File: config.mk
export PLATFORM = sky130hd
export DESIGN_NAME = hmi_irq_status
export DESIGN_NICKNAME = d
export VERILOG_FILES = /design/src/include/hmi_pkg.sv /design/src/core/hmi_irq_status.sv /design/src/core/hmi_level_watch.sv
export SDC_FILE = /design/constraint.sdc
export NUM_CORES = 1
export LEC_CHECK = 0
export ABC_CLOCK_PERIOD_IN_PS = 2400
export BUFFER_PORTS_ARGS = -buffer_cell sky130_fd_sc_hd__buf_4
export CAP_MARGIN = 20
export CELL_PAD_IN_SITES_DETAIL_PLACEMENT = 1
export CELL_PAD_IN_SITES_GLOBAL_PLACEMENT = 1
export CORE_MARGIN = 2
export CORE_UTILIZATION = 35
export CTS_CLUSTER_DIAMETER = 120
export DETAILED_ROUTE_END_ITERATION = 10
export GPL_ROUTABILITY_DRIVEN = 0
export PLACE_DENSITY_LB_ADDON = 0.1
export SLEW_MARGIN = 30
export SYNTH_ARGS = -nofsm -noshare
export SYNTH_HDL_FRONTEND = slang
export SYNTH_SLANG_ARGS = --single-unit
File: constraint.sdc
create_clock -name clk -period 2.4 [get_ports clk]
set_clock_uncertainty 0.15 [all_clocks]
set_input_delay 0.12 -clock clk [delete_from_list [all_inputs] [get_ports clk]]
set_output_delay 0.12 -clock clk [all_outputs]
set_load 0.01 [all_outputs]
File: src/include/hmi_pkg.sv
// Constants and types shared by the host MAC / FIFO interrupt status block.
// Assumes one core clock and a 32-bit Avalon-MM register port.

package hmi_pkg;

   // ****************************************************************
   // Register byte offsets.
   // ****************************************************************
   localparam logic [7:0] HMI_OFS_STATUS = 8'h58;
   localparam logic [7:0] HMI_OFS_ENABLE = 8'h5C;
   localparam logic [7:0] HMI_OFS_FIFO_LEVEL = 8'h68;

   // ****************************************************************
   // Status and enable bit positions.
   // ****************************************************************
   localparam int HMI_BIT_RECEIVE_ERROR = 14;
   localparam int HMI_BIT_TRANSMIT_ERROR = 13;
   localparam int HMI_BIT_PIN_EVENT = 12;
   localparam int HMI_BIT_RSVD_HIGH = 11;
   localparam int HMI_BIT_TX_DATA_OVERRUN = 10;
   localparam int HMI_BIT_TX_DATA_SPACE = 9;
   localparam int HMI_BIT_TX_STATUS_FULL = 8;
   localparam int HMI_BIT_TX_STATUS_LEVEL = 7;
   localparam int HMI_BIT_RX_FRAME_DROPPED = 6;
   localparam int HMI_BIT_RSVD_LOW = 5;
   localparam int HMI_BIT_RX_STATUS_FULL = 4;
   localparam int HMI_BIT_RX_STATUS_LEVEL = 3;

   // Bits that exist in the enable word, and bits that software may clear.
   localparam logic [31:0] HMI_ENABLE_MASK = 32'h0000_77D8;
   localparam logic [31:0] HMI_CLEAR_MASK = 32'h0000_67D8;

   // ****************************************************************
   // Threshold register fields and reset values.
   // ****************************************************************
   localparam int HMI_FLD_TX_DATA_LSB = 24;
   localparam int HMI_FLD_TX_STATUS_LSB = 16;
   localparam int HMI_FLD_RX_STATUS_LSB = 0;
   localparam int HMI_FLD_WIDTH = 8;
   localparam logic [31:0] HMI_STATUS_RST = 32'h0000_0000;
   localparam logic [31:0] HMI_ENABLE_RST = 32'h0000_0000;
   localparam logic [31:0] HMI_FIFO_LEVEL_RST = 32'h4800_0000;

   // ****************************************************************
   // Level watcher indices.
   // ****************************************************************
   localparam int HMI_LVL_TX_DATA = 0;
   localparam int HMI_LVL_TX_STATUS = 1;
   localparam int HMI_LVL_RX_STATUS = 2;
   localparam int HMI_LVL_COUNT = 3;

   typedef enum logic [1:0] {
      HMI_BUS_IDLE = 2'b01,
      HMI_BUS_ANSWER = 2'b10
   } hmi_bus_state_type;

endpackage

File: src/core/hmi_irq_status.sv
// Host MAC and FIFO interrupt status, enable and threshold registers with IRQ output.
// Assumes event inputs are single-clock pulses or levels from logic on clk.

`timescale 1ns/1ps
`default_nettype none

// What this block does
// Receive error sets status bit 14; writing one clears it.
// Transmit error sets status bit 13; writing one clears it.
// Bit 12 is read-only and mirrors the pending pin event summary.
// Write attempt into a full transmit data FIFO sets bit 10.
// Transmit data free space above its threshold sets bit 9.
// Transmit status FIFO becoming full sets bit 8.
// Transmit status fill exceeding its threshold sets bit 7.
// Every dropped receive frame sets bit 6.
// Receive status FIFO becoming full sets bit 4.
// Receive status fill exceeding its threshold sets bit 3.
// A flag drives the interrupt only with its enable bit set.
// Flags latch events regardless of their enable bits.
// Threshold fields 31:24 (64-byte blocks, reset 48h), 23:16 and 7:0 words.
// Bits 11 and 5 read zero; writing zero leaves flags unchanged.
// A set arriving with a clear of the same flag keeps it set.
module hmi_irq_status
   import hmi_pkg::*;
(
   input wire logic clk,
   input wire logic sys_rst,
   input wire logic [7:0] avs_address,
   input wire logic avs_read,
   input wire logic avs_write,
   input wire logic [31:0] avs_writedata,
   input wire logic [3:0] avs_byteenable,
   output logic [31:0] avs_readdata,
   output logic avs_waitrequest,
   input wire logic rxErrorEvent,
   input wire logic txErrorEvent,
   input wire logic pinEventPending,
   input wire logic txDataWriteAttempt,
   input wire logic txDataFifoFull,
   input wire logic [7:0] txDataFreeBlocks,
   input wire logic txStatusFifoFull,
   input wire logic [7:0] txStatusUsedWords,
   input wire logic rxFrameDropped,
   input wire logic rxStatusFifoFull,
   input wire logic [7:0] rxStatusUsedWords,
   output logic irq
);

   // ****************************************************************
   // State.
   // ****************************************************************
   typedef struct packed {
      hmi_bus_state_type busState;
      logic waitReq;
      logic [31:0] readData;
      logic [31:0] flags;
      logic [31:0] enable;
      logic [31:0] fifoLevel;
      logic txStatusFullSeen;
      logic rxStatusFullSeen;
      logic irq;
   } hmi_state_type;

   hmi_state_type st;
   hmi_state_type next_st;

   logic [HMI_LVL_COUNT-1:0] levelRise;
   logic [7:0] levelCount [HMI_LVL_COUNT];
   logic [7:0] levelThreshold [HMI_LVL_COUNT];

   // ****************************************************************
   // Threshold watchers.
   // ****************************************************************
   assign levelCount[HMI_LVL_TX_DATA] = txDataFreeBlocks;
   assign levelCount[HMI_LVL_TX_STATUS] = txStatusUsedWords;
   assign levelCount[HMI_LVL_RX_STATUS] = rxStatusUsedWords;

   assign levelThreshold[HMI_LVL_TX_DATA] =
      st.fifoLevel[HMI_FLD_TX_DATA_LSB +: HMI_FLD_WIDTH];
   assign levelThreshold[HMI_LVL_TX_STATUS] =
      st.fifoLevel[HMI_FLD_TX_STATUS_LSB +: HMI_FLD_WIDTH];
   assign levelThreshold[HMI_LVL_RX_STATUS] =
      st.fifoLevel[HMI_FLD_RX_STATUS_LSB +: HMI_FLD_WIDTH];

   genvar gi;
   generate
      for (gi = 0; gi < HMI_LVL_COUNT; gi++) begin : g_level
         hmi_level_watch u_watch (
            .clk(clk),
            .sys_rst(sys_rst),
            .count(levelCount[gi]),
            .threshold(levelThreshold[gi]),
            .rise(levelRise[gi])
         );
      end
   endgenerate

   // ****************************************************************
   // Next-state logic.
   // ****************************************************************
   logic [31:0] setEvents;
   logic [31:0] clearBits;
   logic [31:0] byteMask;
   logic [31:0] readMux;
   logic commit;
   logic hitStatus;
   logic hitEnable;
   logic hitLevel;

   always_comb begin
      next_st = st;
      setEvents = '0;
      clearBits = '0;
      byteMask = '0;
      readMux = '0;
      commit = 1'b0;
      hitStatus = avs_address[7:2] == HMI_OFS_STATUS[7:2];
      hitEnable = avs_address[7:2] == HMI_OFS_ENABLE[7:2];
      hitLevel = avs_address[7:2] == HMI_OFS_FIFO_LEVEL[7:2];
      for (int b = 0; b < 4; b++) begin
         byteMask[b*8 +: 8] = {8{avs_byteenable[b]}};
      end

      // ****************************************************************
      // Event capture.
      // ****************************************************************
      // Events are gathered without regard to the enable word.
      setEvents[HMI_BIT_RECEIVE_ERROR] = rxErrorEvent;
      setEvents[HMI_BIT_TRANSMIT_ERROR] = txErrorEvent;
      setEvents[HMI_BIT_TX_DATA_OVERRUN] = txDataWriteAttempt && txDataFifoFull;
      setEvents[HMI_BIT_TX_DATA_SPACE] = levelRise[HMI_LVL_TX_DATA];
      setEvents[HMI_BIT_TX_STATUS_FULL] = txStatusFifoFull && !st.txStatusFullSeen;
      setEvents[HMI_BIT_TX_STATUS_LEVEL] = levelRise[HMI_LVL_TX_STATUS];
      setEvents[HMI_BIT_RX_FRAME_DROPPED] = rxFrameDropped;
      setEvents[HMI_BIT_RX_STATUS_FULL] = rxStatusFifoFull && !st.rxStatusFullSeen;
      setEvents[HMI_BIT_RX_STATUS_LEVEL] = levelRise[HMI_LVL_RX_STATUS];
      next_st.txStatusFullSeen = txStatusFifoFull;
      next_st.rxStatusFullSeen = rxStatusFifoFull;

      // Read data are latched one cycle ahead of the answer, so the mux sees a stable address.
      if (hitStatus) begin
         readMux = st.flags;
      end else if (hitEnable) begin
         readMux = st.enable;
      end else if (hitLevel) begin
         readMux = st.fifoLevel;
      end

      // ****************************************************************
      // Bus answer.
      // ****************************************************************
      // A write lands only at the answer edge, where the master still holds its data.
      unique case (st.busState)
         HMI_BUS_IDLE: begin
            if (avs_read || avs_write) begin
               next_st.busState = HMI_BUS_ANSWER;
               next_st.waitReq = 1'b0;
               next_st.readData = readMux;
            end
         end
         HMI_BUS_ANSWER: begin
            commit = avs_write;
            next_st.busState = HMI_BUS_IDLE;
            next_st.waitReq = 1'b1;
         end
         default: begin
            next_st.busState = HMI_BUS_IDLE;
            next_st.waitReq = 1'b1;
         end
      endcase

      // ****************************************************************
      // Register writes.
      // ****************************************************************
      // Byte lanes let software touch one threshold without rewriting the others.
      if (commit && hitStatus) begin
         clearBits = avs_writedata & byteMask & HMI_CLEAR_MASK;
      end
      if (commit && hitEnable) begin
         next_st.enable = ((avs_writedata & byteMask) | (st.enable & ~byteMask))
            & HMI_ENABLE_MASK;
      end
      if (commit && hitLevel) begin
         next_st.fifoLevel = (avs_writedata & byteMask) | (st.fifoLevel & ~byteMask);
      end

      // Set wins over clear so an event in the clearing cycle is kept.
      next_st.flags = ((st.flags & ~clearBits) | setEvents) & HMI_CLEAR_MASK;
      next_st.flags[HMI_BIT_PIN_EVENT] = pinEventPending;

      next_st.irq = |(next_st.flags & next_st.enable);
   end

   always_ff @(posedge clk) begin
      if (sys_rst) begin
         st.busState <= HMI_BUS_IDLE;
         st.waitReq <= 1'b1;
         st.readData <= 32'h0000_0000;
         st.flags <= HMI_STATUS_RST;
         st.enable <= HMI_ENABLE_RST;
         st.fifoLevel <= HMI_FIFO_LEVEL_RST;
         st.txStatusFullSeen <= 1'b0;
         st.rxStatusFullSeen <= 1'b0;
         st.irq <= 1'b0;
      end else begin
         st <= next_st;
      end
   end

   assign avs_readdata = st.readData;
   assign avs_waitrequest = st.waitReq;
   assign irq = st.irq;
endmodule

`default_nettype wire

File: src/core/hmi_level_watch.sv
// Threshold watcher: pulses rise for one cycle, the cycle after a FIFO count first exceeds its level.
// Assumes count and threshold come from logic on the same clock.

`timescale 1ns/1ps
`default_nettype none

module hmi_level_watch
   import hmi_pkg::*;
(
   input wire logic clk,
   input wire logic sys_rst,
   input wire logic [7:0] count,
   input wire logic [7:0] threshold,
   output logic rise
);

   // ****************************************************************
   // State.
   // ****************************************************************
   typedef struct packed {
      logic above;
      logic rise;
   } hmi_watch_state_type;

   hmi_watch_state_type st;
   hmi_watch_state_type next_st;

   // An edge, not the level, so a cleared flag stays clear while the FIFO sits above.
   always_comb begin
      next_st = st;
      next_st.above = count > threshold;
      next_st.rise = next_st.above && !st.above;
   end

   always_ff @(posedge clk) begin
      if (sys_rst) begin
         st <= '0;
      end else begin
         st <= next_st;
      end
   end

   assign rise = st.rise;

endmodule

`default_nettype wire

==> impl_summary.log, run 1 <==
[metrics] clock network power share: 42.8%
[metrics] required time at the endpoint of the critical path: 2.45 ns
[metrics] Switching Share: 22.68%
[metrics] library cell with the highest instance count after synthesis: sky130_fd_sc_hd__dfxtp_1
[metrics] Std-Cell Rows: ~40
[metrics] number of global-route vias before repair: 3992
[metrics] overflow left after global routing: 0
[metrics] starting utilization of the core area: 35.50%
[metrics] Iteration-0 DRC Markers: roughly 110
[metrics] cell-internal power: about 2.8 mW
[metrics] measured slew at the worst slew-check pin: 0.6392 ns
[metrics] worst slack at placement: 0.1870 ns
[metrics] unrepaired setup endpoints after global routing: false
[metrics] Final Power: around 3.7 mW
[metrics] met2 track utilization from global routing: 33.41%
[metrics] final hold violations: 0
[metrics] Ys Warns: 0
[metrics] die outline area: ~14000 um^2
[metrics] Total Routing Usage GR: about a fifth
[metrics] Worst Hold Slack: 0.02498 ns
[metrics] commonest cells in the netlist: sky130_fd_sc_hd__dfxtp_1 (95), sky130_fd_sc_hd__nor2_1 (59), sky130_fd_sc_hd__buf_4 (33)
[metrics] switching power total: 0.8315 mW
[metrics] Clock Path Buffers: 2
[metrics] startpoint type of the worst setup path: flip-flop
[metrics] Area growth, synth to finish: 35.57%
[metrics] Inserted Clock Buffers: 9
[metrics] setup total negative slack: 0 ns
[metrics] number of enable flip-flop cells after synthesis: 0
[metrics] pin count of the biggest net entering global routing: 43
[metrics] layer with the highest usage after global routing: met2
[metrics] overall routed net length: 12.33 mm
[metrics] Post-Syn Nets: around 560
[metrics] most frequently used flop master after synthesis: sky130_fd_sc_hd__dfxtp_1
[metrics] cell taking the most area after synthesis: sky130_fd_sc_hd__dfxtp_1
[metrics] Die Span X: roughly 120 um
[metrics] die span in y: ~120 um
[metrics] max-slew violation total from the final report: 0
[metrics] portion of total power attributed to sequential cells: 44.7%
[metrics] # setup viols final: 0
[metrics] via density per instance: 5.017
[metrics] antenna violations before repair: 0
[metrics] Synth Instances: approximately 460
[metrics] fraction of registers with async set/reset: 0%
[metrics] relative max-transition margin: 57.29%
[metrics] Worst EP arrival: 2.21 ns
[metrics] number of clock sinks: 95
[metrics] TritonRoute pass-1 iters: 4
[metrics] Power Dens Cells: 608.7 nW/um^2
[metrics] outcome: finished, final reports clean
[metrics] routed via count: 3813
[metrics] type of destination of the critical path: flip-flop
[metrics] minimum clock period after layout: 2.155 ns
[metrics] TritonCTS clock tree: done
[metrics] setup slack of the critical path after layout: 0.2452 ns
[metrics] crit share post-route: 89.79%
[metrics] number of antenna-violating nets in the routed design: 0
[metrics] share of power burned in combinational logic: between 10% and 20%
[metrics] global-route track usage on met3: about 3.6%
[metrics] proportion of layout cells with a drive suffix above 1: 27.04%
[metrics] worst ir drop on vdd: 0.2469 mV
[metrics] I/O pins: between 100 and 150
[metrics] clock latency of the later-clocked register in the worst-skew pair: 0.35 ns
[metrics] synthesized cell area: roughly 4400 um^2
[metrics] class of the most critical hold timing path: input port to flip-flop
[metrics] Synth Area per Inst: 9.701 um^2
[metrics] share of the synthesized area in the top cell type: a little over two fifths
[metrics] met1 Resource Use GR: a little under a quarter
[metrics] antenna fix cells: 0
[metrics] half-perimeter wire length after detailed placement: 8.731 mm
[metrics] number of different library cells in the post-synthesis netlist: 46
[metrics] final-stage net count: 687
[metrics] average wire per standard cell: 16.22 um
[metrics] highest fanout seen on the critical path: 7
[metrics] post-detailed-route DRC marker count: 0
[metrics] number of buffers added on ports: roughly 110
[metrics] share of synthesized area occupied by flip-flops and latches: 42.80%
[metrics] CP Class: flip-flop to flip-flop
[metrics] clock slew at reported path FFs: 0.06 ns
[metrics] cell at the root of the clock tree: sky130_fd_sc_hd__clkbuf_16
[metrics] total of max-cap violations: 0
[metrics] number of synthesized register bits: 95
[metrics] static leakage: 2.802 nW
[metrics] peak clock frequency supported by timing: 464.1 MHz
[metrics] wire length of the first global-routing pass: 19.59 mm
[metrics] Std-Cell Core Area: between 10000 and 15000 um^2
[metrics] leading cell types by total area after synthesis: sky130_fd_sc_hd__dfxtp_1 (43%), sky130_fd_sc_hd__mux2i_1 (7.2%), sky130_fd_sc_hd__ha_1 (6.8%), sky130_fd_sc_hd__buf_4 (5.6%), sky130_fd_sc_hd__nor2_1 (5.0%)
[metrics] H-tree depth: 3
## metrics by stage
step                      area, um^2  util (%)  cells
after floorplan                 4443         -    458
after global placement          5280     42.18    704
after detailed placement        5285     42.22    704
after CTS                       6001     47.94    759
after global routing            6023     48.12    760
final                           6023     48.12    760
## layout by cell type (no fill, tap or decap), drive strengths merged, types with 3 or more instances in the layout
cell / n
a221o: 10
nand3: 4
inv: 31
o41ai: 6
and3b: 3
ha: 24
or2: 4
o31ai: 3
nand3b: 6
a21o: 6
o21bai: 3
a2111oi: 4
mux2i: 32
dlygate4sd3: 39
buf: 126
nor2: 59
o21a: 6
nor3: 11
clkbuf: 13
dfxtp: 95
a22o: 22
mux2: 5
nand2: 6
nand4: 10
a211oi: 3
nor2b: 12
a21oi: 20
## final timing paths
| path | from | cells after the start | slack (ns) | to |
|---|---|---|---|---|
| setup / recovery | st[132] | 6 | 0.25 | irq |
| hold / removal | rxErrorEvent | 3 | 0.02 | st[81] |
| setup reg to reg | st[132] | 6 | 0.25 | irq |
| hold reg to reg | g_level[2].u_watch.st[1] | 1 | 0.24 | g_level[2].u_watch.rise |
## cell type report
cell class | instances | area (um^2)
clock buffer | 13 | 260.3
clock inverter | 3 | 65.06
fill | 1447 | 6494
inverter | 31 | 116.4
multi-input combinational | 281 | 2128
sequential | 95 | 1902
tap | 172 | 215.2
timing repair buffer | 165 | 1336
## routing by layer
metal	vias up	share of wire, %
li1	1853	-
met1	1848	45
met2	95	49
met3	17	4.2
met4	0	1.9
met5	-	0
## power groups by stage
stage                     registers [mW]  logic, mW  clock network (mW)
final                               1.64      0.458                1.57
after global placement              1.67      0.400                   0
after detailed placement            1.68      0.409                   0
after CTS                           1.64      0.462                1.61
after global routing                1.64      0.509                1.68
after floorplan                     1.67      0.217                   0
## what timing repair did
action                                 CTS  global route
setup buffers                            0             1
resized for setup                        0             2
setup endpoints to repair                0             1
endpoints found under the hold margin   42             0
hold buffers                            39             0
## critical path, stage by stage (launching register included)
cell	delay [ns]
sky130_fd_sc_hd__dfxtp_1	0.31
sky130_fd_sc_hd__buf_4	0.15
sky130_fd_sc_hd__and3b_1	0.32
sky130_fd_sc_hd__nand4_4	0.13
sky130_fd_sc_hd__mux2_4	0.33
sky130_fd_sc_hd__a2111oi_2	0.44
sky130_fd_sc_hd__a41oi_1	0.17
## logic make-up after synthesis
logic type	count (synthesis)	share of synthesized area, %
multiplexers	37	8.561
buffers and inverters	82	9.800
adder cells (fa/ha/maj)	24	6.759
AO/OA/AOI/OAI	95	16.76
flip-flops	95	42.80
AND/OR/NAND/NOR	125	15.32
Power figures use the tool's default switching activity.
==> run 2: changes to the inputs <==
- CORE_UTILIZATION: 35 -> 25
==> impl_summary.log, run 2 (synthesized netlist as in run 1, its figures left out) <==
[metrics] outcome: finished, final reports clean
[metrics] H-tree depth: 3 (unchanged)
[metrics] via density per instance: 4.582 (-8.7%)
[metrics] Inserted Clock Buffers: 9 (unchanged)
[metrics] pin count of the biggest net entering global routing: 28 (-35%)
[metrics] I/O pins: 114 (unchanged)
[metrics] most repeated library cell on the critical path: sky130_fd_sc_hd__buf_4
[metrics] static leakage: 2.809 nW (+0.27%)
[metrics] Final Power: 3.613 mW (-1.5%)
[metrics] total of max-cap violations: 0 (unchanged)
[metrics] highest fanout seen on the critical path: 8 (+1)
[metrics] proportion of layout cells with a drive suffix above 1: 27.24% (+0.20 points)
[metrics] relative max-transition margin: 53.90% (-3.4 points)
[metrics] overflow left after global routing: 0 (unchanged)
[metrics] max-slew violation total from the final report: 0 (unchanged)
[metrics] number of buffers added on ports: 111 (unchanged)
[metrics] Area growth, synth to finish: 37.90%
[metrics] ordered list of cells on the worst path: and3b_1, buf_4, nand3_2, buf_4, nor2_1, a211o_1, dlygate4sd3_1
[metrics] minimum clock period after layout: 2.283 ns (+0.1280 ns)
[metrics] Die Span X: 137.3 um (+18%)
[metrics] post-detailed-route DRC marker count: 0 (unchanged)
[metrics] routed via count: 3739 (-1.9%)
[metrics] slowest stage cell, crit path: sky130_fd_sc_hd__dlygate4sd3_1
[metrics] most frequent cells in the layout: sky130_fd_sc_hd__buf_4 (125), sky130_fd_sc_hd__dfxtp_1 (95), sky130_fd_sc_hd__nor2_1 (58)
[metrics] crit share post-route: 95.12% (+5.3 points)
[metrics] Worst Hold Slack: 0.009045 ns (-0.01594 ns)
[metrics] final-stage net count: 690 (+0.44%)
[metrics] TritonCTS clock tree: done
[metrics] cell at the root of the clock tree: sky130_fd_sc_hd__clkbuf_16
[metrics] required time at the endpoint of the critical path: 2.48 ns (+0.03 ns)
[metrics] count of non-filler cells in the finished layout: 816 (+7.4%)
[metrics] Total Routing Usage GR: 14.90% (-4.0 points)
[metrics] antenna violations before repair: 0 (unchanged)
[metrics] cell count after placement: 758 (+7.7%)
[metrics] TritonRoute pass-1 iters: 4 (unchanged)
[metrics] Std-Cell Core Area: 17360 um^2 (+39%)
[metrics] setup total negative slack: 0 ns (unchanged)
[metrics] CP Class: flip-flop to flip-flop
[metrics] average wire per standard cell: 16.39 um (+1.1%)
[metrics] startpoint type of the worst setup path: flip-flop
[metrics] unrepaired setup endpoints after global routing: false
[metrics] number of antenna-violating nets in the routed design: 0 (unchanged)
[metrics] measured slew at the worst slew-check pin: 0.6898 ns (+0.05060 ns)
[metrics] wire length of the first global-routing pass: 20.97 mm (+7.0%)
[metrics] clock slew at reported path FFs: 0.07 ns (about the same)
[metrics] number of clock sinks: 95 (unchanged)
[metrics] number of global-route vias before repair: 3985 (-0.18%)
[metrics] Clock Path Buffers: 2 (unchanged)
[metrics] Iteration-0 DRC Markers: 168 (+51%)
[metrics] class of the most critical hold timing path: input port to flip-flop
[metrics] peak clock frequency supported by timing: 438.0 MHz (-5.6%)
[metrics] starting utilization of the core area: 25.60% (-9.9 points)
[metrics] half-perimeter wire length after detailed placement: 9.788 mm (+12%)
[metrics] overall routed net length: 13.38 mm (+8.5%)
[metrics] die outline area: 18850 um^2 (+39%)
[metrics] Std-Cell Rows: 48 (+17%)
[metrics] die span in y: 137.3 um (+18%)
[metrics] commonest non-fill, non-tap cell in the layout: sky130_fd_sc_hd__buf_4
[metrics] clock latency of the later-clocked register in the worst-skew pair: 0.35 ns (about the same)
[metrics] Power Dens Cells: 589.6 nW/um^2 (-3.1%)
[metrics] type of destination of the critical path: flip-flop
[metrics] antenna fix cells: 0 (unchanged)
[metrics] worst ir drop on vdd: 0.3348 mV (+36%)
[metrics] Slowest Stage Delay on Critical Path: 0.55 ns (+0.11 ns)
[metrics] Worst EP arrival: 2.37 ns (+0.16 ns)
[metrics] final hold violations: 0 (unchanged)
[metrics] setup slack of the critical path after layout: 0.1171 ns (-0.1280 ns)
[metrics] worst slack at placement: 0.1605 ns (-0.02646 ns)
[metrics] # setup viols final: 0 (unchanged)
==> run 2: changes by cell type in the layout (fill, tap and decap cells not counted) <==
cell / change
sky130_fd_sc_hd__buf_12: +2
sky130_fd_sc_hd__buf_4: -1
sky130_fd_sc_hd__bufinv_16: -1
sky130_fd_sc_hd__clkbuf_1: -1
sky130_fd_sc_hd__clkbuf_8: +1
sky130_fd_sc_hd__clkinv_2: +1
sky130_fd_sc_hd__dlygate4sd3_1: +2
==> run 2: metrics by stage <==
stage | utilization (%) | instance area, um^2
floorplan | - | 4443
global placement | 30.99 | 5379
detailed placement | 31.02 | 5384
CTS | 35.17 | 6105
global route | 35.30 | 6127
finish | 35.30 | 6127
==> run 2: area by class of cell <==
cell class              instances  area, um^2
inverters                      31       116.4
flip-flops and latches         95        1902
well taps                     225       281.5
fillers                      1963       11230
clock buffers                  13       270.3
clock inverters                 3       40.04
multi-input cells             281        2128
repair buffers                168        1389
==> run 2: repair_timing <==
action	4_1_cts	5_1_grt
hold buffers	41	0
hold endpoints to repair	42	0
setup endpoints to repair	0	1
setup buffers	0	1
resized for setup	0	2
==> run 2: per-layer routing <==
| layer | track usage, % | vias to the layer above | wire (um) |
|---|---|---|---|
| li1 | - | 1867 | - |
| met1 | 18.79 | 1779 | 6246 |
| met2 | 24.74 | 82 | 6262 |
| met3 | 4.194 | 11 | 718 |
| met4 | 4.353 | 0 | 149 |
| met5 | 0 | - | 0 |
==> run 2: where the power goes <==
| part | switching [mW] | internal (mW) | total (mW) |
|---|---|---|---|
| combinational | 0.214 | 0.248 | 0.462 |
| sequential | 0.0233 | 1.62 | 1.64 |
| clock | 0.617 | 0.891 | 1.51 |
| total | 0.855 | 2.76 | 3.61 |
==> run 2: path summary, 6_finish.rpt <==
check	from	end	slack, ns	cells after the start
max	st[132]	flip-flop	0.12	7
min	sys_rst	flip-flop	0.009	2
max reg2reg	st[132]	flip-flop	0.12	7
min reg2reg	g_level[2].u_watch.st[1]	g_level[2].u_watch.rise	0.27	1
==> run 2: critical path, delay by kind of cell (launching register included) <==
kind / cells / cell delay [ns]
buffers and inverters: 3 / 0.90
and+or+nand+nor: 3 / 0.44
AOI/OAI and AO/OA: 1 / 0.26
DFF: 1 / 0.42
